[src/core/rcs_params.svh]
`ifndef RCS_PARAMS_SVH
`define RCS_PARAMS_SVH

// Channel and source counts
`define RCS_NCHAN 8
`define RCS_NEXT 4
`define RCS_NPLL 2
`define RCS_NSRC 22
`define RCS_SRC_W 5
`define RCS_DIV_W 5

// Source codes
`define RCS_SRC_CU0 5'h00
`define RCS_SRC_CU1 5'h01
`define RCS_SRC_SD1G_LO 5'h04
`define RCS_SRC_SD1G_HI 5'h08
`define RCS_SRC_SD6G_LO 5'h09
`define RCS_SRC_SD6G_HI 5'h0A
`define RCS_SRC_PLL0 5'h0C
`define RCS_SRC_PLL1 5'h15

// Divider code to division ratio
`define RCS_DIVC_0 5'h02
`define RCS_DIVC_1 5'h04
`define RCS_DIVC_2 5'h08
`define RCS_DIVC_3 5'h10
`define RCS_DIVC_4 5'h05
`define RCS_DIVC_5 5'h19
`define RCS_DIVC_6 5'h01
`define RCS_DIVC_RSVD 5'h01

// Register word addresses
`define RCS_ADDR_W 5
`define RCS_A_CHAN_LAST 5'h07
`define RCS_A_PLL0 5'h08
`define RCS_A_PLL1 5'h09
`define RCS_A_CLKOUT 5'h0A
`define RCS_A_CU0 5'h0B
`define RCS_A_CU1 5'h0C
`define RCS_A_SDSQ 5'h0D
`define RCS_A_STATUS 5'h0E
`define RCS_DATA_W 32
`define RCS_RST_WORD 32'h0000_0000

`endif

[src/core/rcs_pkg.sv]
`include "rcs_params.svh"

package rcs_pkg;
   // One recovered-clock channel configuration entry
   typedef struct packed {
      logic [`RCS_SRC_W-1:0] channel_source;
      logic [2:0] channel_divider;
      logic channel_enable;
   } rcs_chan_cfg_t;

   // Copper PHY recovered clock control
   typedef struct packed {
      logic copper_phy_select;
      logic copper_freq_select;
      logic copper_source_select;
      logic copper_recov_enable;
   } rcs_cu_ctrl_t;
endpackage

[src/core/rcs_recov_clock_sel.sv]
`timescale 1ns/100ps
`include "rcs_params.svh"

module rcs_recov_clock_sel
   import rcs_pkg::*;
#(
   parameter int NSRC = `RCS_NSRC,
   parameter int NCHAN = `RCS_NCHAN,
   parameter int NEXT = `RCS_NEXT
) (
   // Clock and reset
   input wire logic i_sys_clk,
   input wire logic i_reset,

   // Register port
   input wire logic [`RCS_ADDR_W-1:0] i_reg_addr,
   input wire logic [`RCS_DATA_W-1:0] i_reg_wdata,
   input wire logic i_reg_wr,
   input wire logic i_reg_rd,
   output logic [`RCS_DATA_W-1:0] o_reg_rdata,

   // Source edge ticks, loss of signal, PLL lock
   input wire logic [NSRC-1:0] i_src_tick,
   input wire logic [NSRC-1:0] i_src_los,
   input wire logic [`RCS_NPLL-1:0] i_pll_locked,

   // Recovered clocks
   output logic [NEXT-1:0] o_recov_out,
   output logic [NEXT-1:0] o_recov_out_sel,
   output logic [NCHAN-NEXT-1:0] o_recov_int,
   output logic [`RCS_NPLL-1:0] o_pll_diff_out
);
   typedef struct packed {
      rcs_chan_cfg_t [NCHAN-1:0] chan;
      logic [`RCS_NPLL-1:0] pll_squelch_enable;
      logic [3:0] pll_output_freq_select;
      rcs_cu_ctrl_t copper1_recov_ctrl;
      rcs_cu_ctrl_t copper0_recov_ctrl;
      logic [4:0] sd1g_squelch_enable;
      logic [1:0] sd6g_squelch_enable;
      logic [`RCS_DATA_W-1:0] rdata;
   } rcs_top_state_t;

   rcs_top_state_t state_ff;
   rcs_top_state_t nxt_state;

   logic [NSRC-1:0] eff_tick;
   logic [NSRC-1:0] squelch;
   logic [NCHAN-1:0] ch_clk;
   logic [NCHAN-1:0] ch_run;
   logic [NCHAN-1:0] ch_sq;
   logic [`RCS_NPLL-1:0] pll_clk;
   logic [`RCS_NPLL-1:0] pll_run;
   logic [`RCS_NPLL-1:0] pll_sq;
   logic [`RCS_DATA_W-1:0] status_word;
   logic [`RCS_DATA_W-1:0] read_word;

   // Divider code to ratio; code 1 gives 31.25 MHz, code 6 gives 125 MHz
   function automatic logic [`RCS_DIV_W-1:0] div_ratio(input logic [2:0] code);
      logic [`RCS_DIV_W-1:0] r;
      r = `RCS_DIVC_RSVD;
      unique case (code)
         3'h0: r = `RCS_DIVC_0;
         3'h1: r = `RCS_DIVC_1;
         3'h2: r = `RCS_DIVC_2;
         3'h3: r = `RCS_DIVC_3;
         3'h4: r = `RCS_DIVC_4;
         3'h5: r = `RCS_DIVC_5;
         3'h6: r = `RCS_DIVC_6;
         3'h7: r = `RCS_DIVC_RSVD;
      endcase
      return r;
   endfunction

   // PLL output select: off, straight through, half, quarter
   function automatic logic [`RCS_DIV_W-1:0] pll_ratio(input logic [1:0] sel);
      logic [`RCS_DIV_W-1:0] r;
      r = `RCS_DIVC_6;
      unique case (sel)
         2'h0: r = `RCS_DIVC_6;
         2'h1: r = `RCS_DIVC_6;
         2'h2: r = `RCS_DIVC_0;
         2'h3: r = `RCS_DIVC_1;
      endcase
      return r;
   endfunction

   // Copper ticks pass only when the PHY control routes that PHY out
   always_comb begin
      eff_tick = i_src_tick;
      eff_tick[`RCS_SRC_CU0] = i_src_tick[`RCS_SRC_CU0]
         & state_ff.copper0_recov_ctrl.copper_recov_enable
         & (state_ff.copper0_recov_ctrl.copper_source_select == 1'b0)
         & state_ff.copper0_recov_ctrl.copper_freq_select
         & state_ff.copper0_recov_ctrl.copper_phy_select;
      eff_tick[`RCS_SRC_CU1] = i_src_tick[`RCS_SRC_CU1]
         & state_ff.copper1_recov_ctrl.copper_recov_enable
         & (state_ff.copper1_recov_ctrl.copper_source_select == 1'b1)
         & state_ff.copper1_recov_ctrl.copper_freq_select
         & state_ff.copper1_recov_ctrl.copper_phy_select;
   end

   // Squelch requests per source code, one cycle behind the loss inputs
   rcs_squelch_map #(
      .NSRC(NSRC)
   ) u_squelch (
      .i_sys_clk(i_sys_clk),
      .i_reset(i_reset),
      .i_src_los(i_src_los),
      .i_pll_locked(i_pll_locked),
      .i_sd1g_sq_en(state_ff.sd1g_squelch_enable),
      .i_sd6g_sq_en(state_ff.sd6g_squelch_enable),
      .i_pll_sq_en(state_ff.pll_squelch_enable),
      .o_squelch(squelch)
   );

   // One divider per channel; the source mux inside covers codes 12 and 21
   generate
      for (genvar c = 0; c < NCHAN; c++) begin : g_chan
         rcs_clk_div #(
            .NSRC(NSRC)
         ) u_div (
            .i_sys_clk(i_sys_clk),
            .i_reset(i_reset),
            .i_ticks(eff_tick),
            .i_squelch(squelch),
            .i_enable(state_ff.chan[c].channel_enable),
            .i_src(state_ff.chan[c].channel_source),
            .i_div_val(div_ratio(state_ff.chan[c].channel_divider)),
            .o_clk(ch_clk[c]),
            .o_running(ch_run[c]),
            .o_squelched(ch_sq[c])
         );
      end
   endgenerate

   // Differential PLL outputs reuse the divider with a fixed source
   generate
      for (genvar p = 0; p < `RCS_NPLL; p++) begin : g_pll
         rcs_clk_div #(
            .NSRC(NSRC)
         ) u_pll_div (
            .i_sys_clk(i_sys_clk),
            .i_reset(i_reset),
            .i_ticks(eff_tick),
            .i_squelch(squelch),
            .i_enable(state_ff.pll_output_freq_select[2*p +: 2] != 2'h0),
            .i_src((p == 0) ? `RCS_SRC_PLL0 : `RCS_SRC_PLL1),
            .i_div_val(pll_ratio(state_ff.pll_output_freq_select[2*p +: 2])),
            .o_clk(pll_clk[p]),
            .o_running(pll_run[p]),
            .o_squelched(pll_sq[p])
         );
      end
   endgenerate

   // Live status: clock levels, running, squelched, PLL lock
   always_comb begin
      status_word = '0;
      status_word[7:0] = ch_clk;
      status_word[15:8] = ch_run;
      status_word[23:16] = ch_sq;
      status_word[25:24] = pll_clk;
      status_word[27:26] = pll_run;
      status_word[29:28] = pll_sq;
      status_word[31:30] = i_pll_locked;
   end

   // Read mux; unmapped addresses read as zero
   always_comb begin
      read_word = '0;
      if (i_reg_addr <= `RCS_A_CHAN_LAST) begin
         read_word[$bits(rcs_chan_cfg_t)-1:0] = state_ff.chan[i_reg_addr[2:0]];
      end else begin
         unique case (i_reg_addr)
            `RCS_A_PLL0: read_word[0] = state_ff.pll_squelch_enable[0];
            `RCS_A_PLL1: read_word[0] = state_ff.pll_squelch_enable[1];
            `RCS_A_CLKOUT: read_word[3:0] = state_ff.pll_output_freq_select;
            `RCS_A_CU0: read_word[3:0] = state_ff.copper0_recov_ctrl;
            `RCS_A_CU1: read_word[3:0] = state_ff.copper1_recov_ctrl;
            `RCS_A_SDSQ: read_word[6:0] = {state_ff.sd6g_squelch_enable,
                                           state_ff.sd1g_squelch_enable};
            `RCS_A_STATUS: read_word = status_word;
            default: read_word = '0;
         endcase
      end
   end

   // Register writes and the one-cycle read return
   always_comb begin
      nxt_state = state_ff;
      nxt_state.rdata = i_reg_rd ? read_word : `RCS_RST_WORD;
      if (i_reg_wr) begin
         if (i_reg_addr <= `RCS_A_CHAN_LAST) begin
            nxt_state.chan[i_reg_addr[2:0]] =
               rcs_chan_cfg_t'(i_reg_wdata[$bits(rcs_chan_cfg_t)-1:0]);
         end else begin
            unique case (i_reg_addr)
               `RCS_A_PLL0: nxt_state.pll_squelch_enable[0] = i_reg_wdata[0];
               `RCS_A_PLL1: nxt_state.pll_squelch_enable[1] = i_reg_wdata[0];
               `RCS_A_CLKOUT: nxt_state.pll_output_freq_select = i_reg_wdata[3:0];
               `RCS_A_CU0: nxt_state.copper0_recov_ctrl = rcs_cu_ctrl_t'(i_reg_wdata[3:0]);
               `RCS_A_CU1: nxt_state.copper1_recov_ctrl = rcs_cu_ctrl_t'(i_reg_wdata[3:0]);
               `RCS_A_SDSQ: begin
                  nxt_state.sd1g_squelch_enable = i_reg_wdata[4:0];
                  nxt_state.sd6g_squelch_enable = i_reg_wdata[6:5];
               end
               default: ;
            endcase
         end
      end
   end

   // All configuration clears on reset, so every channel starts static low
   always_ff @(posedge i_sys_clk) begin
      if (i_reset) begin
         state_ff <= '0;
      end else begin
         state_ff <= nxt_state;
      end
   end

   // Entries 0-3 drive the pin overlays, 4-7 stay inside
   always_comb begin
      for (int k = 0; k < NEXT; k++) begin
         o_recov_out[k] = ch_clk[k];
         o_recov_out_sel[k] = state_ff.chan[k].channel_enable;
      end
      o_recov_int = ch_clk[NCHAN-1:NEXT];
   end

   assign o_pll_diff_out = pll_clk;
   assign o_reg_rdata = state_ff.rdata;
endmodule

[src/core/rcs_squelch_map.sv]
`timescale 1ns/100ps
`include "rcs_params.svh"

module rcs_squelch_map
   import rcs_pkg::*;
#(
   parameter int NSRC = `RCS_NSRC
) (
   // Clock and reset
   input wire logic i_sys_clk,
   input wire logic i_reset,
   // Loss indications
   input wire logic [NSRC-1:0] i_src_los,
   input wire logic [`RCS_NPLL-1:0] i_pll_locked,
   // Squelch enables
   input wire logic [4:0] i_sd1g_sq_en,
   input wire logic [1:0] i_sd6g_sq_en,
   input wire logic [`RCS_NPLL-1:0] i_pll_sq_en,
   // Per source squelch request
   output logic [NSRC-1:0] o_squelch
);
   typedef struct packed {
      logic [NSRC-1:0] sq;
   } rcs_sq_state_t;

   rcs_sq_state_t state_ff;
   rcs_sq_state_t nxt_state;

   // Copper sources have no squelch control and are never stopped here
   always_comb begin
      logic [`RCS_SRC_W-1:0] code;
      code = '0;
      nxt_state = '0;
      for (int i = 0; i < NSRC; i++) begin
         code = `RCS_SRC_W'(i);
         if (code >= `RCS_SRC_SD1G_LO && code <= `RCS_SRC_SD1G_HI) begin
            nxt_state.sq[i] = i_src_los[i] & i_sd1g_sq_en[3'(code - `RCS_SRC_SD1G_LO)];
         end else if (code >= `RCS_SRC_SD6G_LO && code <= `RCS_SRC_SD6G_HI) begin
            nxt_state.sq[i] = i_src_los[i] & i_sd6g_sq_en[1'(code - `RCS_SRC_SD6G_LO)];
         end else if (code == `RCS_SRC_PLL0) begin
            nxt_state.sq[i] = ~i_pll_locked[0] & i_pll_sq_en[0];
         end else if (code == `RCS_SRC_PLL1) begin
            nxt_state.sq[i] = ~i_pll_locked[1] & i_pll_sq_en[1];
         end
      end
   end

   always_ff @(posedge i_sys_clk) begin
      if (i_reset) begin
         state_ff <= '0;
      end else begin
         state_ff <= nxt_state;
      end
   end

   assign o_squelch = state_ff.sq;
endmodule

[src/core/rcs_clk_div.sv]
`timescale 1ns/100ps
`include "rcs_params.svh"

module rcs_clk_div
   import rcs_pkg::*;
#(
   parameter int NSRC = `RCS_NSRC
) (
   // Clock and reset
   input wire logic i_sys_clk,
   input wire logic i_reset,
   // Source edge ticks and squelch
   input wire logic [NSRC-1:0] i_ticks,
   input wire logic [NSRC-1:0] i_squelch,
   // Requested setup
   input wire logic i_enable,
   input wire logic [`RCS_SRC_W-1:0] i_src,
   input wire logic [`RCS_DIV_W-1:0] i_div_val,
   // Clock out and state
   output logic o_clk,
   output logic o_running,
   output logic o_squelched
);
   typedef struct packed {
      logic out;
      logic run;
      logic [`RCS_DIV_W-1:0] cnt;
      logic [`RCS_DIV_W-1:0] div;
      logic [`RCS_SRC_W-1:0] src;
   } rcs_div_state_t;

   rcs_div_state_t state_ff;
   rcs_div_state_t nxt_state;
   logic src_ok;
   logic sq;
   logic tick;

   // Unknown source codes give no ticks and never squelch
   assign src_ok = int'(state_ff.src) < NSRC;
   assign sq = state_ff.run & src_ok & i_squelch[state_ff.src];
   assign tick = state_ff.run & src_ok & i_ticks[state_ff.src];

   // Setup is only taken while low or while squelched, so a change never makes a runt
   always_comb begin
      nxt_state = state_ff;
      if (!state_ff.run) begin
         if (i_enable) begin
            nxt_state.run = 1'b1;
            nxt_state.src = i_src;
            nxt_state.div = i_div_val;
            nxt_state.cnt = '0;
         end
      end else if (sq) begin
         // Frozen at current level; picks up again when squelch drops
         nxt_state.cnt = '0;
         nxt_state.src = i_src;
         nxt_state.div = i_div_val;
         nxt_state.run = i_enable | state_ff.out;
      end else if (!i_enable && !state_ff.out) begin
         nxt_state.run = 1'b0;
         nxt_state.cnt = '0;
      end else if (tick) begin
         if (state_ff.cnt >= state_ff.div - `RCS_DIV_W'(1)) begin
            nxt_state.cnt = '0;
            nxt_state.out = ~state_ff.out;
            if (state_ff.out) begin
               nxt_state.src = i_src;
               nxt_state.div = i_div_val;
               nxt_state.run = i_enable;
            end
         end else begin
            nxt_state.cnt = state_ff.cnt + `RCS_DIV_W'(1);
         end
      end
   end

   always_ff @(posedge i_sys_clk) begin
      if (i_reset) begin
         state_ff <= '0;
      end else begin
         state_ff <= nxt_state;
      end
   end

   assign o_clk = state_ff.out;
   assign o_running = state_ff.run;
   assign o_squelched = sq;
endmodule

[config.mk]
export PLATFORM = sky130hd
export DESIGN_NAME = rcs_recov_clock_sel
export DESIGN_NICKNAME = d
export VERILOG_FILES = /design/src/core/rcs_pkg.sv /design/src/core/rcs_recov_clock_sel.sv /design/src/core/rcs_squelch_map.sv /design/src/core/rcs_clk_div.sv
export VERILOG_INCLUDE_DIRS = /design/src /design/src/core
export SDC_FILE = /design/constraint.sdc
export NUM_CORES = 1
export LEC_CHECK = 0
export ABC_AREA = 1
export ABC_CLOCK_PERIOD_IN_PS = 3400
export BUFFER_PORTS_ARGS = -buffer_cell sky130_fd_sc_hd__buf_2
export CORE_MARGIN = 4
export CORE_UTILIZATION = 40
export DETAILED_ROUTE_END_ITERATION = 7
export GPL_TIMING_DRIVEN = 1
export PLACE_DENSITY_LB_ADDON = 0.1
export SETUP_SLACK_MARGIN = 0.3
export SYNTH_ARGS = -nofsm -noshare
export SYNTH_HDL_FRONTEND = slang
export SYNTH_SLANG_ARGS = --single-unit
export TNS_END_PERCENT = 100
[constraint.sdc]
create_clock -name i_sys_clk -period 3.4 [get_ports i_sys_clk]
set_input_delay 0.68 -clock i_sys_clk [delete_from_list [all_inputs] [get_ports i_sys_clk]]
set_output_delay 0.68 -clock i_sys_clk [all_outputs]
set_load 0.01 [all_outputs]
==> flow_metrics.py <==
metrics = {
    "clocking": {
        "cts_num_sinks": 332,
        "clk_latency_ns": 0.57,
        "cts-hold-fix-buffers": 0,
        "h-tree-depth": 2,
        "clk_pin_slew_ns": 0.06,
        "clk_path_buf_depth": 3,
        "cts_buffers": 40,
        "cts_root_buf": "clkbuf_16",
        "tritoncts": "built",
    },
    "worst_setup_path": {
        "r2r_start": "g_chan[4].u_div.state_ff[5]",
        "endpoint_kind": "register",
        "worst-path-max-fanout": 11,
        "r2r_slack_ns": 0.64,
        "critPathMaxStageDelay_ns": 0.35,
        "worstSetupPathType": "register to register",
        "cp_slowest_cell": "dfxtp_1",
        "cp_common_cell": "nand2_1",
        "critPathTopFamily": "simple AND/OR/NAND/NOR gates",
        "cp.required_ns": 3.90,
        "reg2reg_depth": 15,
        "cp-start-kind": "register",
        "cp.arrival_ns": 3.26,
        "reg2reg_to": "g_chan[4].u_div.state_ff[0]",
        "cp_num_buf_inv": 2,
        "crit_chain": "inv_1 > ha_1 > nand2_1 > xnor2_1 > inv_1 > ha_1 > nand4_1 > or2_2 > nand4_1 > nand2_1 > nand3_2 > nand2_1 > a21oi_4 > nor2_1 > nor2_1",
    },
    "placed_design": {
        "place_area_mm2": 0.01948,
        "dp_hpwl_mm": 44.31,
        "globalplace.congestion": 0.9313,
        "preCtsSetupSlack_ns": 0.4558,
        "placedCellCount": 3391,
        "portBuffers": 94,
    },
    "floorplanning": {
        "dieHeight_um": 226.0,
        "die-width_um": 226.0,
        "dieArea_mm2": 0.05106,
        "core_area_mm2": 0.04675,
        "boundaryPins": 133,
        "initial_core_util_pct": 40.65,
        "rows": 79,
    },
    "grt": {
        "overflow": 0,
        "grtUsageTotal_pct": 23.17,
        "grt_pass1_wl_mm": 94.34,
        "grt_max_degree": 52,
        "antenna_found_initial": 4,
        "grt_pass1_vias": 16970,
    },
    "final_layout": {
        "final_cell_area_mm2": 0.02089,
        "instances_no_fill": 3467,
        "final_nets": 2989,
        "fin_util_pct": 44.68,
        "drive_above_1_share_pct": 10.78,
        "syn_to_final_growth_pct": 9.922,
    },
    "timing": {
        "hold_ws_ns": 0.3030,
        "finalMaxSlewViolations": 0,
        "fin_skew_ns": 0.02223,
        "worst_slack_ns": 0.6362,
        "setup_viol": 0,
        "relSlewSlack_pct": 45.62,
        "setup-tns-final_ns": 0,
        "hold_viol": 0,
        "max_freq_mhz": 361.8,
        "grt_setup_unrepaired": "no",
        "fin_crit_ns": 2.764,
        "worst_pin_slew_ns": 0.8145,
        "period_share_pct": 81.29,
    },
    "worst_hold_path": {
        "hold_depth": 2,
        "holdCritPathClass": "input pin to register",
        "hold_end": "u_squelch.o_squelch[21]",
        "worstHoldStart": "i_pll_locked[1]",
    },
    "routing": {
        "drtIter0Drc": 1695,
        "drt-vias-per-instance": 5.287,
        "antenna_left": 0,
        "dr_total_vias": 18329,
        "totalWireLength_mm": 60.52,
        "drc": 0,
        "firstDrtPassIters": 6,
        "wire_per_inst_um": 17.46,
    },
    "outcome": {
        "outcome": "completed",
    },
    "logic_synthesis": {
        "avgSynthCellArea_um2": 6.717,
        "mappedNetlistArea_mm2": 0.01900,
        "syn_inst": 2829,
        "yosysSeqAreaShare_pct": 34.97,
        "synthArstFlopShare_pct": 0,
        "ys_ff_latch": 332,
        "synth_nets": 2990,
        "ys_types": 42,
        "ys_warn_count": 0,
        "synth-edff-count": 0,
        "synth_flop_cell": "dfxtp_1",
    },
    "power_and_ir_drop": {
        "vdd_drop_max_v": 0.0002812,
        "finalPower_mw": 9.053,
        "pwr_density_cell_mw_per_mm2": 433.4,
        "leakage_nw": 9.334,
    },
    "run": {
        "max-cap-violations": 0,
    },
}
## cell usage in the layout, fill, tap and decap left out, drive strengths merged
cell / instances
diode: 2
clkinv: 6
or2: 15
o31ai: 1
a21oi: 204
nor2: 481
inv: 309
o221ai: 9
nand3b: 15
dfxtp: 332
ha: 74
nand2: 610
a211oi: 7
bufinv: 4
clkinvlp: 2
o22ai: 6
a31oi: 10
nand4: 91
a22oi: 2
clkbuf: 60
buf: 117
o21ai: 158
xnor2: 19
xor2: 35
nand3: 219
nor3: 40
o211a: 1
nor3b: 2
o211ai: 9
o2111ai: 19
a221oi: 1
## per-layer routing
layer	up-vias	part of all wire [%]	GRT usage (%)
met4	4	3.8	8.398
met3	151	7.0	4.316
met2	609	43	36.14
met1	8370	46	32.09
li1	9195	-	-
met5	-	0.038	0
## registers in the layout, indices dropped and copies added, names as in the netlist
| signal | cells |
|---|---|
| g_pll.u_pll_div.o_running | 2 |
| g_chan.u_div.i_div_val | 40 |
| g_chan.u_div.state_ff | 120 |
| g_chan.u_div.o_running | 8 |
| u_squelch.o_squelch | 9 |
| o_reg_rdata | 32 |
| o_recov_out_sel | 4 |
| g_chan.u_div.o_clk | 8 |
| g_pll.u_pll_div.o_clk | 2 |
| g_pll.u_pll_div.state_ff | 18 |
| state_ff | 89 |
## repair_timing
item                                    4_1_cts  5_1_grt
endpoints found under the setup margin        0       22
resized for setup                             0        3
setup buffers                                 0        2
## worst register-to-register path: cells and delay by family (launching register included)
kind                       cells  cell delay, ns
DFF                            1            0.35
and+or+nand+nor                9            1.26
xor gates and xnor gates       1            0.11
AOI/OAI and AO/OA              1            0.30
adders and majority gates      2            0.55
buffers and inverters          2            0.14
## layout make-up
type                       instances  area (um2)
timing repair buffer             117       645.6
antenna                            2       5.005
tap                              607       759.5
fill                            4870       25860
multi-input combinational       2028       10300
clock inverter                    12       180.2
inverter                         309        1162
clock buffer                      60        1189
sequential                       332        6646
## worst max path at each step
| stage | start | end | cells past startpoint |
|---|---|---|---|
| after floorplan | g_chan[1].u_div.state_ff[5] | g_chan[1].u_div.state_ff[0] | 15 |
| after global placement | i_reg_addr[0] | state_ff[37] | 8 |
| after detailed placement | i_reg_addr[0] | state_ff[35] | 8 |
| after CTS | g_chan[4].u_div.state_ff[5] | g_chan[4].u_div.state_ff[0] | 15 |
| after global routing | g_chan[3].u_div.state_ff[5] | g_chan[3].u_div.state_ff[1] | 15 |
| final | g_chan[4].u_div.state_ff[5] | g_chan[4].u_div.state_ff[0] | 15 |
## cells in the mapped netlist, types with 28 or more instances
cell	number	share of area [%]
inv_1	281	5.6
inv_2	28	0.55
a21oi_1	190	5.0
clkbuf_1	47	0.93
buf_4	64	2.5
buf_2	33	0.87
nor2_1	453	8.9
nand3_1	214	5.6
o21ai_0	146	3.8
dfxtp_1	332	35
nand4_1	91	3.0
ha_1	74	4.9
xor2_1	35	1.6
nand2_1	584	12
## power breakdown
group          leakage (nW)  switching, mW  internal [mW]
Clock                 0.664           1.74           2.72
Combinational          5.99          0.427          0.174
Sequential             2.68         0.0456           3.94
## cells by family (layout without fill, tap and decap cells)
| family | Yosys count | count (layout) | synth area share, % |
|---|---|---|---|
| flops | 332 | 332 | 34.97 |
| simple gates | 1473 | 1473 | 34.01 |
| compound gates | 427 | 427 | 12.75 |
| buf+inv | 469 | 498 | 10.90 |
| xor+xnor | 54 | 54 | 2.489 |
| fa+ha+maj | 74 | 74 | 4.872 |
| other cells | 0 | 2 | 0 |
Power figures use the tool's default switching activity.
